===== config.mk =====
export PLATFORM = sky130hd
export DESIGN_NAME = ntfsm_top
export DESIGN_NICKNAME = d
export VERILOG_FILES = /design/src/rtl/ntfsm_pkg.sv /design/src/rtl/ntfsm_if.sv /design/src/rtl/ntfsm_evsel.sv /design/src/rtl/ntfsm_maint.sv /design/src/rtl/ntfsm_top.sv
export SDC_FILE = /design/constraint.sdc
export NUM_CORES = 1
export LEC_CHECK = 0
export BUFFER_PORTS_ARGS = -buffer_cell sky130_fd_sc_hd__buf_4
export CORE_MARGIN = 2
export CORE_UTILIZATION = 59
export DETAILED_ROUTE_END_ITERATION = 16
export PLACE_DENSITY = 0.85
export SLEW_MARGIN = 10
export SYNTH_ARGS = -nofsm -noshare
export SYNTH_HDL_FRONTEND = slang
export SYNTH_SLANG_ARGS = --single-unit
export TNS_END_PERCENT = 30

===== constraint.sdc =====
create_clock -name REF_CLK_I -period 5.59 [get_ports REF_CLK_I]
set_clock_uncertainty 0.1 [all_clocks]
set_input_delay 0.2795 -clock REF_CLK_I [delete_from_list [all_inputs] [get_ports REF_CLK_I]]
set_output_delay 0.2795 -clock REF_CLK_I [all_outputs]
set_load 0.005 [all_outputs]

===== src/rtl/ntfsm_pkg.sv =====
// Constants, state encoding and fault-set decoding for the network-side fault state machine.
package ntfsm_pkg;

  // Bit positions of the four fault conditions inside a fault set.
  localparam int unsigned FAULT_ACCESS_UPSTREAM_BIT      = 0;
  localparam int unsigned FAULT_INTERFACE_DOWNSTREAM_BIT = 1;
  localparam int unsigned FAULT_ACCESS_DOWNSTREAM_BIT    = 2;
  localparam int unsigned FAULT_INTERFACE_UPSTREAM_BIT   = 3;
  localparam int unsigned FAULT_COUNT                    = 4;

  // Primitive index of the power indications inside the error and clear vectors.
  localparam int unsigned POWER_PRIM_IDX = 0;
  localparam int unsigned PRIM_COUNT     = 5;

  localparam logic [3:0] FAULT_NONE         = 4'h0;
  localparam logic [3:0] FAULT_IF_DOWN_MASK = 4'h2;

  // Gray-coded along power off, power on, operational and the fault states.
  typedef enum logic [3:0] {
    ST_G0  = 4'h0,
    ST_G13 = 4'h1,
    ST_G1  = 4'h3,
    ST_G2  = 4'h2,
    ST_G3  = 4'h6,
    ST_G4  = 4'h7,
    ST_G5  = 4'h5,
    ST_G6  = 4'h4,
    ST_G7  = 4'hc,
    ST_G8  = 4'hd,
    ST_G9  = 4'hf,
    ST_G10 = 4'he,
    ST_G11 = 4'ha,
    ST_G12 = 4'hb
  } ntfsm_state_t;

  localparam ntfsm_state_t RESET_STATE = ST_G0;

  typedef enum logic [2:0] {
    EV_NONE       = 3'h0,
    EV_POWER_LOSS = 3'h1,
    EV_POWER_BACK = 3'h3,
    EV_NORMAL     = 3'h2,
    EV_APPEAR     = 3'h6,
    EV_CLEAR      = 3'h7
  } ntfsm_event_t;

  // Fault set of a state; merged states report the interface downstream fault as present.
  function automatic logic [3:0] fault_set_of(input ntfsm_state_t st);
    case (st)
      ST_G2:   fault_set_of = 4'h1;
      ST_G3:   fault_set_of = 4'h2;
      ST_G4:   fault_set_of = 4'h4;
      ST_G5:   fault_set_of = 4'ha;
      ST_G6:   fault_set_of = 4'h3;
      ST_G7:   fault_set_of = 4'h5;
      ST_G8:   fault_set_of = 4'hb;
      ST_G9:   fault_set_of = 4'h6;
      ST_G10:  fault_set_of = 4'he;
      ST_G11:  fault_set_of = 4'h7;
      ST_G12:  fault_set_of = 4'hf;
      default: fault_set_of = 4'h0;
    endcase
  endfunction

  // State that holds a fault set; an upstream interface fault folds in the downstream one.
  function automatic ntfsm_state_t state_of_set(input logic [3:0] set);
    logic [3:0] s;
    s = set;
    if (set[FAULT_INTERFACE_UPSTREAM_BIT]) begin
      s = set | FAULT_IF_DOWN_MASK;
    end
    case (s)
      4'h1:    state_of_set = ST_G2;
      4'h2:    state_of_set = ST_G3;
      4'h4:    state_of_set = ST_G4;
      4'ha:    state_of_set = ST_G5;
      4'h3:    state_of_set = ST_G6;
      4'h5:    state_of_set = ST_G7;
      4'hb:    state_of_set = ST_G8;
      4'h6:    state_of_set = ST_G9;
      4'he:    state_of_set = ST_G10;
      4'h7:    state_of_set = ST_G11;
      4'hf:    state_of_set = ST_G12;
      default: state_of_set = ST_G1;
    endcase
  endfunction

endpackage


===== src/rtl/ntfsm_if.sv =====
// Internal carrier between event selection, state core and maintenance signal selection.
`timescale 1ns/1ps
interface ntfsm_if;
  ntfsm_pkg::ntfsm_event_t ev_kind;
  logic [1:0]              ev_idx;
  ntfsm_pkg::ntfsm_state_t state;

  modport sel   (output ev_kind, output ev_idx);
  modport core  (input ev_kind, input ev_idx, output state);
  modport maint (input state);
endinterface


===== src/rtl/ntfsm_evsel.sv =====
// Picks the single event that the state core acts on in this cycle.
`timescale 1ns/1ps
module ntfsm_evsel (
  input  wire logic       power_loss_i,
  input  wire logic       power_back_i,
  input  wire logic       normal_cells_i,
  input  wire logic [3:0] fault_appear_i,
  input  wire logic [3:0] fault_clear_i,
  ntfsm_if.sel            ev
);

  // Power events outrank cells and faults; lower fault index wins a tie.
  always_comb begin
    ev.ev_kind = ntfsm_pkg::EV_NONE;
    ev.ev_idx  = 2'h0;
    for (int i = ntfsm_pkg::FAULT_COUNT - 1; i >= 0; i--) begin
      if (fault_clear_i[i]) begin
        ev.ev_kind = ntfsm_pkg::EV_CLEAR;
        ev.ev_idx  = 2'(i);
      end
    end
    for (int i = ntfsm_pkg::FAULT_COUNT - 1; i >= 0; i--) begin
      if (fault_appear_i[i]) begin
        ev.ev_kind = ntfsm_pkg::EV_APPEAR;
        ev.ev_idx  = 2'(i);
      end
    end
    if (normal_cells_i) begin
      ev.ev_kind = ntfsm_pkg::EV_NORMAL;
    end
    if (power_back_i) begin
      ev.ev_kind = ntfsm_pkg::EV_POWER_BACK;
    end
    if (power_loss_i) begin
      ev.ev_kind = ntfsm_pkg::EV_POWER_LOSS;
    end
  end

endmodule


===== src/rtl/ntfsm_maint.sv =====
// Chooses the maintenance signal sent toward the interface from the current state.
`timescale 1ns/1ps
module ntfsm_maint (
  input  wire logic clk_i,
  input  wire logic rst_i,
  ntfsm_if.maint    st,
  output logic      no_signal_o,
  output logic      normal_o,
  output logic      p_ais_o,
  output logic      s_rdi_o,
  output logic      p_rdi_o
);

  logic [3:0] fs;
  logic       powered;
  logic       no_signal_d, normal_d, p_ais_d, s_rdi_d, p_rdi_d;
  logic       no_signal_q, normal_q, p_ais_q, s_rdi_q, p_rdi_q;
  logic       fa_up, fa_dn, fi_up;

  always_comb begin
    fs      = ntfsm_pkg::fault_set_of(st.state);
    fa_up   = fs[ntfsm_pkg::FAULT_ACCESS_UPSTREAM_BIT];
    fa_dn   = fs[ntfsm_pkg::FAULT_ACCESS_DOWNSTREAM_BIT];
    fi_up   = fs[ntfsm_pkg::FAULT_INTERFACE_UPSTREAM_BIT];
    powered = (st.state != ntfsm_pkg::ST_G0) && (st.state != ntfsm_pkg::ST_G13);
    no_signal_d = !powered;
    p_ais_d     = powered && fa_dn;
    s_rdi_d     = powered && fi_up;
    p_rdi_d     = powered && ((fi_up && !fa_dn) || (fa_up && (!fa_dn || fi_up)));
    normal_d    = powered && !p_ais_d && !s_rdi_d && !p_rdi_d;
  end

  always_ff @(posedge clk_i) begin
    if (rst_i) begin
      no_signal_q <= 1'b1;
      normal_q    <= 1'b0;
      p_ais_q     <= 1'b0;
      s_rdi_q     <= 1'b0;
      p_rdi_q     <= 1'b0;
    end else begin
      no_signal_q <= no_signal_d;
      normal_q    <= normal_d;
      p_ais_q     <= p_ais_d;
      s_rdi_q     <= s_rdi_d;
      p_rdi_q     <= p_rdi_d;
    end
  end

  assign no_signal_o = no_signal_q;
  assign normal_o    = normal_q;
  assign p_ais_o     = p_ais_q;
  assign s_rdi_o     = s_rdi_q;
  assign p_rdi_o     = p_rdi_q;

endmodule


===== src/rtl/ntfsm_top.sv =====
// Network-side physical layer fault state machine with primitive and maintenance outputs.
//
// Notes on behaviour
// - Fourteen states; upstream interface fault merges downstream.
// - No signal in power off and power on; RDI for access upstream.
// - AIS for access downstream; RDI for interface upstream.
// - Power loss goes to power off, error zero.
// - Power return in power off gives power on.
// - Normal cells return faulted states to operational.
// - Access upstream fault appears: error one, add.
// - Interface downstream fault appears: error two, add.
// - Access downstream fault appears: error three, add.
// - Interface downstream fault hides the others.
// - Access downstream fault hides access upstream.
// - Interface upstream fault appears: error four, add.
// - Fault disappears: clear indication, drop fault.
`timescale 1ns/1ps
module ntfsm_top (
  input  wire logic       REF_CLK_I,
  input  wire logic       RESET_I,
  input  wire logic       POWER_LOSS_I,
  input  wire logic       POWER_RETURN_I,
  input  wire logic       NORMAL_CELLS_I,
  input  wire logic       FAULT_ACCESS_UPSTREAM_SET_I,
  input  wire logic       FAULT_INTERFACE_DOWNSTREAM_SET_I,
  input  wire logic       FAULT_ACCESS_DOWNSTREAM_SET_I,
  input  wire logic       FAULT_INTERFACE_UPSTREAM_SET_I,
  input  wire logic       FAULT_ACCESS_UPSTREAM_CLR_I,
  input  wire logic       FAULT_INTERFACE_DOWNSTREAM_CLR_I,
  input  wire logic       FAULT_ACCESS_DOWNSTREAM_CLR_I,
  input  wire logic       FAULT_INTERFACE_UPSTREAM_CLR_I,
  output logic [3:0]      STATE_O,
  output logic            PH_AI_O,
  output logic            PH_DI_O,
  output logic            MPH_AI_O,
  output logic [4:0]      MPH_EI_O,
  output logic [4:0]      MPH_CI_O,
  output logic            TX_NO_SIGNAL_O,
  output logic            TX_NORMAL_O,
  output logic            TX_P_AIS_O,
  output logic            TX_S_RDI_O,
  output logic            TX_P_RDI_O
);

  ntfsm_if bus ();

  ntfsm_pkg::ntfsm_state_t state_d, state_q;
  logic                    ph_ai_d, ph_ai_q;
  logic                    ph_di_d, ph_di_q;
  logic                    mph_ai_d, mph_ai_q;
  logic [4:0]              mph_ei_d, mph_ei_q;
  logic [4:0]              mph_ci_d, mph_ci_q;
  logic [3:0]              cur_set;
  logic [3:0]              new_set;
  logic [3:0]              ev_bit;
  logic                    in_fault;

  ntfsm_evsel u_evsel (
    .power_loss_i   (POWER_LOSS_I),
    .power_back_i   (POWER_RETURN_I),
    .normal_cells_i (NORMAL_CELLS_I),
    .fault_appear_i ({FAULT_INTERFACE_UPSTREAM_SET_I, FAULT_ACCESS_DOWNSTREAM_SET_I,
                      FAULT_INTERFACE_DOWNSTREAM_SET_I, FAULT_ACCESS_UPSTREAM_SET_I}),
    .fault_clear_i  ({FAULT_INTERFACE_UPSTREAM_CLR_I, FAULT_ACCESS_DOWNSTREAM_CLR_I,
                      FAULT_INTERFACE_DOWNSTREAM_CLR_I, FAULT_ACCESS_UPSTREAM_CLR_I}),
    .ev             (bus.sel)
  );

  ntfsm_maint u_maint (
    .clk_i       (REF_CLK_I),
    .rst_i       (RESET_I),
    .st          (bus.maint),
    .no_signal_o (TX_NO_SIGNAL_O),
    .normal_o    (TX_NORMAL_O),
    .p_ais_o     (TX_P_AIS_O),
    .s_rdi_o     (TX_S_RDI_O),
    .p_rdi_o     (TX_P_RDI_O)
  );

  assign bus.state = state_q;

  // Faults are tracked as a set so that every appear and clear row follows from one rule.
  // Detections hidden behind a masking fault simply never arrive as events, so the set
  // logic keeps whatever it was last told instead of guessing at masked faults.
  always_comb begin
    state_d  = state_q;
    ph_ai_d  = 1'b0;
    ph_di_d  = 1'b0;
    mph_ai_d = 1'b0;
    mph_ei_d = '0;
    mph_ci_d = '0;
    cur_set  = ntfsm_pkg::fault_set_of(state_q);
    ev_bit   = 4'h1 << bus.ev_idx;
    new_set  = cur_set;
    in_fault = (state_q != ntfsm_pkg::ST_G0) && (state_q != ntfsm_pkg::ST_G1) &&
               (state_q != ntfsm_pkg::ST_G13);
    case (bus.ev_kind)
      ntfsm_pkg::EV_POWER_LOSS: begin
        if (state_q != ntfsm_pkg::ST_G0) begin
          mph_ei_d[ntfsm_pkg::POWER_PRIM_IDX] = 1'b1;
          ph_di_d = (state_q == ntfsm_pkg::ST_G1);
          state_d = ntfsm_pkg::ST_G0;
        end
      end
      ntfsm_pkg::EV_POWER_BACK: begin
        if (state_q == ntfsm_pkg::ST_G0) begin
          mph_ci_d[ntfsm_pkg::POWER_PRIM_IDX] = 1'b1;
          state_d = ntfsm_pkg::ST_G13;
        end
      end
      ntfsm_pkg::EV_NORMAL: begin
        if (in_fault || state_q == ntfsm_pkg::ST_G13) begin
          ph_ai_d  = 1'b1;
          mph_ai_d = 1'b1;
          state_d  = ntfsm_pkg::ST_G1;
        end
      end
      ntfsm_pkg::EV_APPEAR: begin
        // A fault already in the set, or hidden by a merge, changes nothing.
        if (state_q != ntfsm_pkg::ST_G0 && (cur_set & ev_bit) == ntfsm_pkg::FAULT_NONE) begin
          new_set = cur_set | ev_bit;
          mph_ei_d[bus.ev_idx + 3'h1] = 1'b1;
          ph_di_d = (state_q == ntfsm_pkg::ST_G1);
          state_d = ntfsm_pkg::state_of_set(new_set);
        end
      end
      ntfsm_pkg::EV_CLEAR: begin
        // The downstream interface fault cannot clear while merged under the upstream one.
        if (in_fault && (cur_set & ev_bit) != ntfsm_pkg::FAULT_NONE &&
            !(bus.ev_idx == 2'(ntfsm_pkg::FAULT_INTERFACE_DOWNSTREAM_BIT) &&
              cur_set[ntfsm_pkg::FAULT_INTERFACE_UPSTREAM_BIT])) begin
          new_set = cur_set & ~ev_bit;
          if (bus.ev_idx == 2'(ntfsm_pkg::FAULT_INTERFACE_UPSTREAM_BIT)) begin
            new_set = new_set | ntfsm_pkg::FAULT_IF_DOWN_MASK;
          end
          mph_ci_d[bus.ev_idx + 3'h1] = 1'b1;
          state_d = ntfsm_pkg::state_of_set(new_set);
        end
      end
      default: begin
        state_d = state_q;
      end
    endcase
  end

  always_ff @(posedge REF_CLK_I) begin
    if (RESET_I) begin
      state_q  <= ntfsm_pkg::RESET_STATE;
      ph_ai_q  <= 1'b0;
      ph_di_q  <= 1'b0;
      mph_ai_q <= 1'b0;
      mph_ei_q <= '0;
      mph_ci_q <= '0;
    end else begin
      state_q  <= state_d;
      ph_ai_q  <= ph_ai_d;
      ph_di_q  <= ph_di_d;
      mph_ai_q <= mph_ai_d;
      mph_ei_q <= mph_ei_d;
      mph_ci_q <= mph_ci_d;
    end
  end

  assign STATE_O  = state_q;
  assign PH_AI_O  = ph_ai_q;
  assign PH_DI_O  = ph_di_q;
  assign MPH_AI_O = mph_ai_q;
  assign MPH_EI_O = mph_ei_q;
  assign MPH_CI_O = mph_ci_q;

endmodule


==> flow_metrics.tcl, run 1 <==
set metrics [dict create \
    ys_ff_latch 25 \
    rsz0062_at_grt "no" \
    num_vias 1834 \
    hold_end "MPH_CI_O[0]" \
    critPathRequiredTime_ns 5.72 \
    ctsResizeCount 0 \
    initial_core_util 0.619 \
    fmax_ghz 0.306 \
    post-place-cells 270 \
    overflow 0 \
    fin_crit_sh 0.585 \
    hp-start "POWER_RETURN_I" \
    setup_viol 0 \
    route.met3.wl_microns 434 \
    netlist_instances 217 \
    cts_max_level 1 \
    core.rowCount 19 \
    ant_nets 0 \
    hp-class "input port to register" \
    yosysSeqAreaShare 0.296 \
    yosys.cell_types.count 61 \
    clock_path_buffers 2 \
    critPathKind "register to register" \
    track_usage 0.285 \
    totalWireLength_microns 4610 \
    yosysWarnings 0 \
    syn_area_per_cell_sq_um 7.80 \
    p_leak_nw 0.735 \
    fin_cells 275 \
    r2r_end "u_maint.fs[3]" \
    coreArea_sq_um 2730 \
    grt_max_degree 17 \
    first_iter_violations 94 \
    pin_count 35 \
    arrival_ns 3.40 \
    worst_slew_pin_slew_ns 1.02 \
    r2r_slack_ns 2.32 \
    antenna_found_initial 0 \
    wl_per_cell_microns 16.8 \
    status "complete, no violations" \
    cts_root_buf "clkbuf_4" \
    top_layer_used "met4" \
    holdWs_ns 0.119 \
    gp_congestion 0.937 \
    final_nets 260 \
    port_buffers 34 \
    hold_viol_final 0 \
    dp_hpwl_microns 3340 \
    crit_path_end_kind "register" \
    fp.dieW_microns 57.6 \
    cp_max_fo 9 \
    numCtsBuffers 3 \
    synth-async-reset-ratio 0 \
    synth_edf_count 0 \
    start_kind "register" \
    syn_to_final_growth_pct 15.4 \
    grt_pass1_wl_microns 7560 \
    timing.setup.tns_ns 0 \
    min_path_cells 2 \
    max_slew_margin 0.312 \
    die_area_sq_um 3310 \
    clk_latency_ns 0.32 \
    vias_per_cell 6.67 \
    clkTransAtPathRegs_ns 0.13 \
    fillCellCount 243 \
    cts_setup_buffers 0 \
    cap_violations 0 \
    period_minus_slack_ns 3.27 \
    synthFlopType "dfxtp_1" \
    r2r-start "STATE_O[1]" \
    power_uw 624 \
    drt-pass1-iter-count 5 \
    ir_drop_mv 0.273 \
    drv_slew 0 \
    synth_nets 232 \
    antenna_cells 0 \
    drc 0 \
    cellPowerDensity_nw_per_um2 319 \
    cts_tree "done" \
    grt_pass1_vias 1680 \
    reg2reg_depth 10 \
    die_height_microns 57.6 \
    routed-wl-met2_microns 2160 \
    hold_buffers 0 \
    netlist_area_sq_um 1690 \
    drive_gt1_frac 0.217 \
    cts_sinks 25 \
    wl_met1_microns 1910 \
]
sequential cells by signal, indices dropped and copies added (netlist names):
name and count:
u_maint.p_rdi_o 1, u_maint.no_signal_o 1, u_maint.fs 4, MPH_AI_O 1, MPH_CI_O 5, STATE_O 4
u_maint.normal_o 1, MPH_EI_O 5, u_maint.p_ais_o 1, u_maint.s_rdi_o 1, PH_DI_O 1
where the power goes:
part / total (mW) / switching (mW) / leakage (nW) / internal (mW)
registers: 0.243 / 0.0390 / 0.203 / 0.204
clock network: 0.0819 / 0.0545 / 0.0139 / 0.0274
logic: 0.299 / 0.177 / 0.517 / 0.122
total: 0.624 / 0.271 / 0.735 / 0.353
metrics by stage:
stage / util / setup WS (ns) / instance area (sq um)
floorplan: - / 2.60 / 1690
global placement: 0.702 / 2.06 / 1920
detailed placement: 0.702 / 1.97 / 1920
CTS: 0.713 / 2.34 / 1950
global route: 0.715 / 1.96 / 1950
finish: 0.715 / 2.32 / 1950
cells in the mapped netlist (all sizes together), types with 4 or more instances:
| master | n | area share |
|---|---|---|
| inv | 10 | 0.022 |
| a31oi | 8 | 0.030 |
| dfxtp | 25 | 0.30 |
| a211oi | 6 | 0.033 |
| nand3 | 14 | 0.041 |
| a21oi | 12 | 0.035 |
| nor2 | 32 | 0.072 |
| nor2b | 4 | 0.015 |
| clkbuf | 6 | 0.013 |
| o21ai | 10 | 0.030 |
| o31ai | 5 | 0.022 |
| or2 | 4 | 0.015 |
| a2111oi | 4 | 0.021 |
| nor4 | 6 | 0.022 |
| buf | 6 | 0.027 |
| nand2 | 10 | 0.022 |
worst max path at each step:
stage	from	endpoint	slack [ns]	cells past startpoint
final	STATE_O[1]	u_maint.fs[3]	2.32	10
after global routing	STATE_O[1]	u_maint.fs[0]	1.96	9
after CTS	FAULT_ACCESS_DOWNSTREAM_CLR_I	u_maint.fs[0]	2.34	13
after detailed placement	FAULT_ACCESS_DOWNSTREAM_CLR_I	u_maint.fs[0]	1.97	13
after global placement	FAULT_ACCESS_DOWNSTREAM_CLR_I	u_maint.fs[3]	2.06	13
after floorplan	FAULT_INTERFACE_UPSTREAM_SET_I	u_maint.fs[3]	2.60	12
cells in the final DEF (no fill, tap or decap), types with 2 or more instances in the layout:
| master | Yosys | final |
|---|---|---|
| a21o_1 | 3 | 3 |
| a221oi_1 | 2 | 2 |
| and3_1 | 2 | 2 |
| or4_1 | 2 | 2 |
| ha_1 | 2 | 2 |
| or4b_1 | 2 | 2 |
| buf_4 | 1 | 34 |
| nor4_1 | 6 | 6 |
| or2_1 | 2 | 2 |
| o31ai_1 | 5 | 5 |
| nor2b_1 | 4 | 4 |
| o21bai_1 | 2 | 2 |
| and2_1 | 2 | 2 |
| or2_2 | 2 | 2 |
| a21oi_1 | 12 | 12 |
| nand2_1 | 10 | 10 |
| nor2_1 | 31 | 31 |
| a211oi_1 | 4 | 4 |
| clkbuf_4 | 0 | 3 |
| a221o_1 | 2 | 2 |
| nand3_1 | 14 | 14 |
| inv_2 | 2 | 2 |
| nor3_1 | 3 | 3 |
| a211oi_2 | 2 | 2 |
| a2111oi_0 | 4 | 4 |
| nand2b_1 | 3 | 3 |
| a31oi_1 | 8 | 8 |
| o21ai_0 | 10 | 10 |
| inv_1 | 8 | 8 |
| dfxtp_1 | 25 | 25 |
| nand4_1 | 3 | 3 |
cells by family after synthesis:
kind of cell,after synthesis,share of synthesized area
buffers and inverters,23,0.0643
adder cells (fa/ha/maj),2,0.0148
multiplexers,2,0.0140
XOR/XNOR,1,0.00517
flip-flops,25,0.296
AO/OA/AOI/OAI,72,0.313
AND/OR/NAND/NOR,92,0.293
cell type report:
cell class	instances	area, sq um	share of cell area
tap	31	38.8	0.0198
inverter	11	41.3	0.0211
clock buffer	3	22.5	0.0115
clock inverter	1	7.51	0.00384
sequential	25	500	0.256
timing repair buffer	35	260	0.133
multi-input combinational	169	1080	0.554
critical path, cell delays in order (launching register included):
cell and delay, ns:
dfxtp_1 0.41, nor4_1 0.81, a2111oi_0 0.29, a211oi_2 0.31, and3_4 0.28, mux2i_2 0.43, nor2_1 0.13, inv_2 0.06
ha_1 0.21, nand2_1 0.06, a31oi_1 0.07
metal layers:
layer  vias up  track usage
met5         -            0
li1        883            -
met2       117        0.463
met1       819        0.368
met4         0        0.110
met3        15       0.0612
Note: power is estimated with default switching activity, not from simulation.
==> inputs of run 2 (changes only) <==
--- a/config.mk
+++ b/config.mk
@@ -7,9 +7,9 @@
 export LEC_CHECK = 0
 export BUFFER_PORTS_ARGS = -buffer_cell sky130_fd_sc_hd__buf_4
 export CORE_MARGIN = 2
-export CORE_UTILIZATION = 59
+export CORE_UTILIZATION = 49
 export DETAILED_ROUTE_END_ITERATION = 16
-export PLACE_DENSITY = 0.85
+export PLACE_DENSITY = 0.75
 export SLEW_MARGIN = 10
 export SYNTH_ARGS = -nofsm -noshare
 export SYNTH_HDL_FRONTEND = slang
==> constraint.sdc (replaced) <==
create_clock -name REF_CLK_I -period 2.8 [get_ports REF_CLK_I]
set_clock_uncertainty 0.1 [all_clocks]
set_input_delay 0.14 -clock REF_CLK_I [delete_from_list [all_inputs] [get_ports REF_CLK_I]]
set_output_delay 0.14 -clock REF_CLK_I [all_outputs]
set_load 0.005 [all_outputs]
==> run 2 against run 1 <==
  * Clock-buffer cell count unchanged
  * Sequential share of layout area down 4.1 points
  * Register-to-register slack worse by 2.2 ns
  * Total power up 130%
  * Design area up 20%
  * Hold slack worse by 0.044 ns
  * Utilization down 1.3 points
==> flow_metrics.tcl, run 2 (synthesized netlist as in run 1, its figures left out) <==
set metrics [dict create \
    fmax_ghz 0.376 \
    grt_max_degree 17 \
    period_minus_slack_ns 2.66 \
    hp-class "input port to register" \
    core.rowCount 21 \
    totalWireLength_microns 5100 \
    drc 0 \
    syn_to_final_growth_pct 38.4 \
    antenna_cells 0 \
    crit_chain "buf_4, or2_1, a211o_1, buf_4, o31ai_1, a221oi_1, o21ai_0, a211oi_2, nor2_2, nor2_1, inv_1, ha_1, nor2_1, o31ai_1" \
    fin_area_sq_um 2340 \
    critPathRequiredTime_ns 2.94 \
    drive_gt1_frac 0.357 \
    hold_viol_final 0 \
    setup_viol 0 \
    fillCellCount 267 \
    die_height_microns 62.8 \
    grt_pass1_vias 1855 \
    fp.dieW_microns 62.8 \
    cpPeakStageDelay_ns 0.39 \
    coreArea_sq_um 3340 \
    final_nets 302 \
    max_slew_margin 0.558 \
    clock_path_buffers 2 \
    cts_setup_buffers 0 \
    clk_latency_ns 0.32 \
    post_dp_cell_area_sq_um 2260 \
    cp_slowest_cell "a211o_1" \
    cts_root_buf "clkbuf_4" \
    track_usage 0.274 \
    cellPowerDensity_nw_per_um2 610 \
    worst-path-buf-inv 3 \
    grt_pass1_wl_microns 8760 \
    cts_tree "done" \
    ant_nets 0 \
    critPathKind "input port to register" \
    die_area_sq_um 3940 \
    pin_count 35 \
    crit_path_end_kind "register" \
    arrival_ns 2.80 \
    cts_sinks 25 \
    layout_commonest_cell "buf_4" \
    ir_drop_mv 0.379 \
    holdWs_ns 0.0755 \
    numCtsBuffers 3 \
    num_vias 2013 \
    cts_max_level 1 \
    layout_common_cells "buf_4 (75), nor2_1 (29), dfxtp_1 (23), nand3_1 (14), a21oi_1 (11)" \
    drt-pass1-iter-count 7 \
    drv_slew 0 \
    p_leak_nw 0.939 \
    fin_crit_sh 0.951 \
    wl_per_cell_microns 15.4 \
    clkTransAtPathRegs_ns 0.13 \
    cp_max_fo 7 \
    antenna_found_initial 0 \
    vias_per_cell 6.06 \
    gp_congestion 0.993 \
    first_iter_violations 165 \
    initial_core_util 0.507 \
    worst_slew_pin_slew_ns 0.647 \
    status "complete, no violations" \
    cap_violations 0 \
    dp_hpwl_microns 3930 \
    overflow 0 \
    timing.setup.tns_ns 0 \
    critical_path.top_delay_family "compound AO/OA/AOI/OAI gates" \
    rsz0062_at_grt "yes" \
    port_buffers 34 \
    start_kind "input port" \
]
[run 2: final timing paths]
path	startpoint	endpoint	slack, ns	cells after the start
worst max-delay path	FAULT_ACCESS_DOWNSTREAM_CLR_I	u_maint.fs[0]	0.14	14
worst min-delay path	NORMAL_CELLS_I	MPH_AI_O	0.08	3
worst max register to register	u_maint.fs[3]	u_maint.fs[0]	0.16	11
worst min register to register	STATE_O[0]	PH_DI_O	0.46	2
[run 2: report_power, final]
group	total [mW]	switching (mW)	internal (mW)
Sequential	0.478	0.0681	0.410
Combinational	0.785	0.414	0.371
Clock	0.165	0.111	0.0546
Total	1.43	0.593	0.836
[run 2: routing by layer]
layer | global-route usage | wire length [microns] | part of all wire | vias to the layer above
met5 | 0 | 0 | 0 | -
met3 | 0.0414 | 351 | 0.069 | 18
met4 | 0.106 | 150 | 0.029 | 0
met1 | 0.363 | 2120 | 0.42 | 930
li1 | - | - | - | 962
met2 | 0.449 | 2480 | 0.49 | 103
[run 2: per-stage QoR]
step           setup slack (ns)  total power [mW]  cells   util
3_3_place_gp             -0.130              1.21    326  0.676
2_1_floorplan           -0.0374             0.896    217      -
3_5_place_dp             -0.148              1.22    326  0.676
5_1_grt                 -0.0433              1.53    332  0.702
4_1_cts                  0.0516              1.39    332  0.691
6_report                  0.137              1.43    332  0.702
[run 2: what timing repair did]
item	4_1_cts	5_1_grt
endpoints found under the setup margin	0	4
hold buffers	2	0
gates resized for setup	0	11
hold endpoints to repair	4	0
[run 2: layout make-up]
cell class / instances / area, sq um / share of cell area
Clock inverter: 1 / 7.51 / 0.00320
Clock buffer: 3 / 22.5 / 0.00961
Timing Repair Buffer: 77 / 583 / 0.249
Multi-Input combinational cell: 169 / 1130 / 0.482
Inverter: 11 / 41.3 / 0.0176
Tap cell: 46 / 57.6 / 0.0246
Sequential cell: 25 / 503 / 0.215
[run 2: worst register-to-register path: cells and delay by family, from the launching register on]
family / cells / cell delay [ns]
adder cells (fa/ha/maj): 1 / 0.14
buffers and inverters: 1 / 0.08
AND/OR/NAND/NOR: 5 / 0.90
flip-flops: 1 / 0.54
AO/OA/AOI/OAI: 4 / 0.79
